`config.mk`:
```
export PLATFORM = sky130hd
export DESIGN_NAME = hcs_status
export DESIGN_NICKNAME = d
export VERILOG_FILES = /design/src/core/hcs_status.v /design/src/core/hcs_fifo.v
export VERILOG_INCLUDE_DIRS = /design/src /design/src/core
export SDC_FILE = /design/constraint.sdc
export NUM_CORES = 1
export LEC_CHECK = 0
export BUFFER_PORTS_ARGS = -buffer_cell sky130_fd_sc_hd__clkbuf_2
export CAP_MARGIN = 10
export CORE_AREA = 2 2 103 105
export CTS_CLUSTER_DIAMETER = 120
export DETAILED_ROUTE_END_ITERATION = 8
export DIE_AREA = 0 0 105 107
export GPL_TIMING_DRIVEN = 0
export PLACE_DENSITY = 0.65
export SETUP_SLACK_MARGIN = 0.02
export SKIP_LAST_GASP = 1
export SLEW_MARGIN = 20
export SYNTH_ARGS = -nofsm -noshare
export SYNTH_HDL_FRONTEND = slang
export SYNTH_SLANG_ARGS = --single-unit
```
`constraint.sdc`:
```
create_clock -name clk -period 3.5 [get_ports clk]
set_input_delay 0.35 -clock clk [delete_from_list [all_inputs] [get_ports clk]]
set_output_delay 0.35 -clock clk [all_outputs]
set_load 0.03 [all_outputs]
```
`src/core/hcs_consts.vh`:
```
`ifndef HCS_CONSTS_VH
`define HCS_CONSTS_VH
`define HCS_W              8
`define HCS_BIT_OBF        0
`define HCS_BIT_IBF        1
`define HCS_BIT_U2         2
`define HCS_BIT_CD         3
`define HCS_USER_MASK      8'hF4
`define HCS_RST8           8'h00
`define HCS_HOST_ADDR_CD   2
`define HCS_FIFO_DEPTH     8
`define HCS_FIFO_AW        3
`define HCS_FIFO_W         9
`define HCS_FIFO_CD        8
`define HCS_DATA_HI        7
`define HCS_USER_HI        7
`define HCS_USER_LO        4
`endif

```
`src/core/hcs_status.v`:
```
`timescale 1ns/100ps
`default_nettype none
`include "hcs_consts.vh"
module hcs_status (
  input  wire        clk,
  input  wire        resetn,
  input  wire        host_wr_idr,
  input  wire [2:0]  host_addr,
  input  wire [7:0]  host_wdata,
  input  wire        host_rd_odr,
  input  wire        host_rd_str,
  output reg  [7:0]  host_rdata,
  output wire        host_wr_ready,
  input  wire        slv_rd_idr,
  output wire [7:0]  slv_idr_data,
  output wire        slv_idr_valid,
  input  wire        slv_wr_odr,
  input  wire [7:0]  slv_wdata,
  input  wire        slv_wr_str,
  output wire [7:0]  slv_str,
  output wire        slv_irq
);
  localparam FW = `HCS_FIFO_W;

  reg  [7:0]    host_to_slave_data_reg_q;
  reg  [7:0]    host_to_slave_data_reg_d;
  reg  [7:0]    slave_to_host_data_reg_q;
  reg  [7:0]    slave_to_host_data_reg_d;
  reg           command_not_data_flag_q;
  reg           command_not_data_flag_d;
  reg           inbound_full_flag_q;
  reg           inbound_full_flag_d;
  reg           outbound_full_flag_q;
  reg           outbound_full_flag_d;
  reg  [7:0]    user_q;
  reg  [7:0]    user_d;
  reg  [7:0]    host_rdata_d;
  wire [FW-1:0] fifo_in_word;
  wire [FW-1:0] fifo_out;
  wire          fifo_valid;
  wire          fifo_in_ready;
  wire          fifo_pop;
  wire [7:0]    status_word;

  // head loads only into an empty inbound register, so a load never meets a slave read of a full one
  assign fifo_pop     = !inbound_full_flag_q && fifo_valid;
  assign fifo_in_word = {host_addr[`HCS_HOST_ADDR_CD], host_wdata};

  // fifo soaks back-to-back host writes; ready stalls the host when it fills
  hcs_fifo #(
    .W  (FW),
    .D  (`HCS_FIFO_DEPTH),
    .AW (`HCS_FIFO_AW)
  ) u_fifo (
    .clk       (clk),
    .resetn    (resetn),
    .in_data   (fifo_in_word),
    .in_valid  (host_wr_idr),
    .in_ready  (fifo_in_ready),
    .out_data  (fifo_out),
    .out_valid (fifo_valid),
    .out_ready (fifo_pop)
  );

  assign host_wr_ready = fifo_in_ready;

  // status byte assembled bit by bit
  assign status_word[`HCS_USER_HI:`HCS_USER_LO] = user_q[`HCS_USER_HI:`HCS_USER_LO];
  assign status_word[`HCS_BIT_CD]  = command_not_data_flag_q;
  assign status_word[`HCS_BIT_U2]  = user_q[`HCS_BIT_U2];
  assign status_word[`HCS_BIT_IBF] = inbound_full_flag_q;
  assign status_word[`HCS_BIT_OBF] = outbound_full_flag_q;

  assign slv_str       = status_word;
  assign slv_irq       = inbound_full_flag_q;
  assign slv_idr_data  = host_to_slave_data_reg_q;
  assign slv_idr_valid = inbound_full_flag_q;

  // inbound full: cleared by slave read, set when the fifo head lands
  always @* begin
    inbound_full_flag_d = inbound_full_flag_q;
    if (slv_rd_idr) begin
      inbound_full_flag_d = 1'b0;
    end
    if (fifo_pop) begin
      inbound_full_flag_d = 1'b1;
    end
  end

  // inbound data and command bit travel together from the fifo
  always @* begin
    host_to_slave_data_reg_d = host_to_slave_data_reg_q;
    command_not_data_flag_d  = command_not_data_flag_q;
    if (fifo_pop) begin
      host_to_slave_data_reg_d = fifo_out[`HCS_DATA_HI:0];
      command_not_data_flag_d  = fifo_out[`HCS_FIFO_CD];
    end
  end

  // outbound full: slave may only clear; a new outbound write wins
  always @* begin
    outbound_full_flag_d = outbound_full_flag_q;
    if (slv_wr_str && !slv_wdata[`HCS_BIT_OBF]) begin
      outbound_full_flag_d = 1'b0;
    end
    if (host_rd_odr) begin
      outbound_full_flag_d = 1'b0;
    end
    if (slv_wr_odr) begin
      outbound_full_flag_d = 1'b1;
    end
  end

  always @* begin
    slave_to_host_data_reg_d = slave_to_host_data_reg_q;
    if (slv_wr_odr) begin
      slave_to_host_data_reg_d = slv_wdata;
    end
  end

  // read-only bits masked off so a slave write cannot reach them
  always @* begin
    user_d = user_q;
    if (slv_wr_str) begin
      user_d = slv_wdata & `HCS_USER_MASK;
    end
  end

  // status read has no side effect; only the data read clears a flag
  always @* begin
    host_rdata_d = host_rdata;
    if (host_rd_str) begin
      host_rdata_d = status_word;
    end else if (host_rd_odr) begin
      host_rdata_d = slave_to_host_data_reg_q;
    end
  end

  always @(posedge clk or negedge resetn) begin
    if (!resetn) begin
      inbound_full_flag_q <= 1'b0;
    end else begin
      inbound_full_flag_q <= inbound_full_flag_d;
    end
  end

  always @(posedge clk or negedge resetn) begin
    if (!resetn) begin
      command_not_data_flag_q <= 1'b0;
    end else begin
      command_not_data_flag_q <= command_not_data_flag_d;
    end
  end

  always @(posedge clk or negedge resetn) begin
    if (!resetn) begin
      host_to_slave_data_reg_q <= `HCS_RST8;
    end else begin
      host_to_slave_data_reg_q <= host_to_slave_data_reg_d;
    end
  end

  always @(posedge clk or negedge resetn) begin
    if (!resetn) begin
      outbound_full_flag_q <= 1'b0;
    end else begin
      outbound_full_flag_q <= outbound_full_flag_d;
    end
  end

  always @(posedge clk or negedge resetn) begin
    if (!resetn) begin
      slave_to_host_data_reg_q <= `HCS_RST8;
    end else begin
      slave_to_host_data_reg_q <= slave_to_host_data_reg_d;
    end
  end

  always @(posedge clk or negedge resetn) begin
    if (!resetn) begin
      user_q <= `HCS_RST8;
    end else begin
      user_q <= user_d;
    end
  end

  // read data held until the next host read
  always @(posedge clk or negedge resetn) begin
    if (!resetn) begin
      host_rdata <= `HCS_RST8;
    end else begin
      host_rdata <= host_rdata_d;
    end
  end
endmodule // hcs_status
`default_nettype wire

```
`src/core/hcs_fifo.v`:
```
`timescale 1ns/100ps
`default_nettype none
module hcs_fifo #(
  parameter W  = 9,
  parameter D  = 8,
  parameter AW = 3
) (
  input  wire          clk,
  input  wire          resetn,
  input  wire [W-1:0]  in_data,
  input  wire          in_valid,
  output wire          in_ready,
  output wire [W-1:0]  out_data,
  output wire          out_valid,
  input  wire          out_ready
);
  localparam [AW:0] FULL_CNT = D;
  reg [W-1:0]  mem [0:D-1];
  reg [AW-1:0] wp_q;
  reg [AW-1:0] rp_q;
  reg [AW:0]   cnt_q;
  wire         wr = in_valid && in_ready;
  wire         rd = out_valid && out_ready;
  assign in_ready  = (cnt_q != FULL_CNT);
  assign out_valid = (cnt_q != {(AW+1){1'b0}});
  assign out_data  = mem[rp_q];
  always @(posedge clk) begin
    if (wr) begin
      mem[wp_q] <= in_data;
    end
  end
  always @(posedge clk or negedge resetn) begin
    if (!resetn) begin
      wp_q  <= {AW{1'b0}};
      rp_q  <= {AW{1'b0}};
      cnt_q <= {(AW+1){1'b0}};
    end else begin
      if (wr) begin
        wp_q <= wp_q + 1'b1;
      end
      if (rd) begin
        rp_q <= rp_q + 1'b1;
      end
      if (wr && !rd) begin
        cnt_q <= cnt_q + 1'b1;
      end else if (rd && !wr) begin
        cnt_q <= cnt_q - 1'b1;
      end
    end
  end
endmodule // hcs_fifo
`default_nettype wire

```
==> metrics.md <==
| Metric | Value |
|---|---|
| Result of the run | completed |
| Filler cell count | 831 |
| Startpoint of the tightest hold check path | slv_rd_idr |
| TNS Setup | 0 ns |
| Final weighted congestion in routability-driven placement | 0.716 |
| Via count of the first global-routing pass | 2776 |
| Via-per-instance ratio | 5.12 |
| Worst reg-to-reg setup slack | 0.49 ns |
| Buffer type at the clock tree root | clkbuf_8 |
| Fraction of synthesized area in multiplexers | 13.7% |
| F_max | 332 MHz |
| Syn Inst Count | 308 |
| Register bit count reported by yosys | 114 |
| Clock period minus worst slack | 3.01 ns |
| Kind of launch point of the worst setup path | flop |
| Vert. Die Dim | 107 um |
| DP Cell Count | 497 |
| Endpoints failing hold | 0 |
| Worst-margin pin slew | 1.07 ns |
| Cell taking the most area after synthesis | edfxtp_1 |
| Clk buf depth | 2 |
| H-tree levels | 4 |
| Yosys synthesis warning count | 0 |
| Number of violations reported at the end of detailed-routing iteration 0 | 179 |
| Worst hold path type | in -> reg |
| Cell area after technology mapping | 0.00464 mm2 |
| Layout-stage area growth over the synthesis result | 23.5% |
| Synth async-reset ratio | 36.8% |
| EDFF count, synth | 72 |
| Buffer count from post-CTS setup fixing | 0 |
| Worst R2R Path Depth | 9 |
| Worst-case headroom to the max-slew limit | 28.3% |
| Cell count of the worst hold path | 2 |
| Non-filler cells in the finished layout | 530 |
| Synthesized-area fraction occupied by and/or/nand/nor cells | 6.01% |
| Initial antenna violation count | 0 |
| Number of max-cap violations | 0 |
| Clk pin slew, worst setup/hold paths | 0.06 ns |
| Post-synth cell types | 33 |
| Share of the clock period used by the worst path after layout | 85.9% |
| Antenna Diode Count | 0 |
| Fin. max-slew vios | 0 |
| Vias post-DR | 2715 |
| Hold Crit Endpoint | slv_idr_valid$_DFFE_PN0P_ |
| Synthesized area per cell | 15.1 um2 |
| Source-to-sink clock delay at the later pin of the worst-skew pair | 0.51 ns |
| WP data arrival | 3.38 ns |
| VDD IR max | 0.000410 V |
| Count leader, synth | edfxtp_1 |
| Global-route wire length before repair | 15000 um |
| Final core utilization | 56.9% |
| Detail Route Antenna Nets | 0 |
| Grt met1 use | 22.1% |
| Global-route met3 utilization | 5.23% |
| Clock buffer count from CTS | 17 |
| Leak Pwr | 2.36 nW |
| Drt first pass iters | 4 |
| Most common library cells after synthesis | 72 x edfxtp_1, 45 x mux2i_1, 42 x dfrtp_1 |
| R2R Path End | u_fifo.cnt_q[3]$_DFFE_PN0P_ |
| P per Cell Area | 901 mW/mm2 |
| Prevailing post-synth register cell | edfxtp_1 |
| Cell row count | 37 |
| Quantity of hold-fixing buffers added after cts | 1 |
| Complex-gate fraction of the synthesized area | 5.87% |
| Setup repair after global routing missed its margin | false |
| Port Buffer Count | 49 |
| TritonCTS clock tree | built |
| Total DRC errors in the routed layout | 0 |
| Crit. End Element | flop |
| Detailed Route WL | 9540 um |
| Dominant combinational cell family by area after synthesis | multiplexers |
| Busiest metal layer after global routing | met2 |
| Area share of the largest cell type after synthesis | 46.6% |
| Xor and xnor fraction of the mapped netlist area | 1.13% |
| Setup violations, final | 0 |
| Share of synthesized cell area in full adder, half adder and majority cells | 1.78% |
| Initial Utilization | 46.0% |
| Wire length per cell | 18.0 um |
| Detailed Place HPWL | 6130 um |
| Layout cell share with drive strength beyond 1 | 29.2% |
| Critical Path Fanout Max | 10 |
| Io pins | 54 |
| Largest net degree at the start of global routing | 23 |
| Share of the yosys chip area belonging to registers | 69.2% |
| Worst flop-to-flop path startpoint | u_fifo.cnt_q[0]$_DFFE_PN0P_ |
| Layout Skew | 0.00791 ns |
| Start-to-end type of the worst setup path | reg -> reg |
| Met2 track demand over resource | 31.2% |
| Global Route Usage Sum | 18.2% |
| Worst-case setup slack after placement | 0.455 ns |
| Leading post-synthesis cells by cell area | edfxtp_1 47%, dfrtp_1 23%, mux2i_1 9.7%, mux2_2 3.6%, a22oi_1 2.9% |
| # nets final | 414 |
| Die width | 105 um |
| Area of the core region | 0.0101 mm2 |
| Required time of the critical path | 3.87 ns |
| Total Die Area | 0.0112 mm2 |
| Remaining Overflow, GRT | 0 |
| Synthesized Nets | 341 |
| Post-layout worst setup margin | 0.492 ns |
| Post-CTS resize count | 0 |
| Startpoint of the most critical setup path | u_fifo.cnt_q[0]$_DFFE_PN0P_ |
| Clock Sink Count | 114 |
[critical path, cell delays in order (launching register included)]
cell       delay [ns]
dfrtp_1          0.46
nor4_4           0.69
nor2_1           0.21
inv_1            0.13
ha_1             0.23
inv_1            0.13
ha_1             0.30
a21o_1           0.20
a2111oi_0        0.39
o31ai_1          0.14
[state kept, by name (all words and copies together) (netlist names)]
signal                    flops
host_rdata                    8
user_q                        5
u_fifo.wp_q                   3
u_fifo.mem                   72
slv_idr_data                  8
slave_to_host_data_reg_q      8
outbound_full_flag_q          1
u_fifo.rp_q                   3
u_fifo.cnt_q                  4
slv_idr_valid                 1
command_not_data_flag_q       1
[layout by cell type (no fill, tap or decap), drive strengths merged, types with 10 or more instances in the layout]
cell type	netlist	layout
buf	12	16
a22oi	18	18
edfxtp	72	72
mux2i	45	45
inv	4	10
nand2	24	24
o21ai	20	20
clkbuf	6	77
mux2	16	16
dfrtp	42	42
[routing by layer]
metal  wire length (um)  share of wire [%]
met5                  0                  0
met4                 86               0.90
met3                521                5.5
met2               4930                 52
met1               4010                 42
[per-stage QoR]
step	total power [W]	hold WS (ns)	instance area, um2
final	0.00517	0.0243	5740
after global routing	0.00543	0.0143	5740
after CTS	0.00523	0.00114	5740
after detailed placement	0.00352	0.197	5130
after global placement	0.00346	0.487	5060
after floorplan	0.00303	0.0544	4640
[logic make-up (layout without fill, tap and decap cells)]
group | count (synthesis) | after routing
AOI/OAI and AO/OA | 43 | 43
xor gates and xnor gates | 6 | 6
adders and majority gates | 6 | 6
buffers and inverters | 22 | 108
DFF | 114 | 114
muxes | 61 | 61
and+or+nand+nor | 56 | 56
[area by class of cell]
cell class | count | area (um2) | area share (%)
tap | 136 | 170 | 2.97
multi-input combinational | 172 | 1330 | 23.2
clock buffer | 22 | 507 | 8.83
sequential | 114 | 3210 | 56.0
clock inverter | 10 | 88.8 | 1.55
buffer | 18 | 95.1 | 1.66
inverter | 4 | 15.0 | 0.262
timing repair buffer | 54 | 318 | 5.54
[how the worst max path moves through the flow]
stage and end:
6_report u_fifo.cnt_q[3]$_DFFE_PN0P_, 5_1_grt u_fifo.cnt_q[3]$_DFFE_PN0P_, 3_5_place_dp u_fifo.cnt_q[3]$_DFFE_PN0P_, 2_1_floorplan u_fifo.cnt_q[3]$_DFFE_PN0P_, 4_1_cts u_fifo.cnt_q[3]$_DFFE_PN0P_, 3_3_place_gp u_fifo.cnt_q[3]$_DFFE_PN0P_
[where the power goes]
group / internal, W / leakage [nW] / switching [W]
Combinational: 0.000597 / 0.905 / 0.000965
Clock: 0.00109 / 0.303 / 0.000604
Sequential: 0.00173 / 1.15 / 0.000182
Total: 0.00342 / 2.36 / 0.00175
No activity file was read; power rests on OpenSTA's default activity.
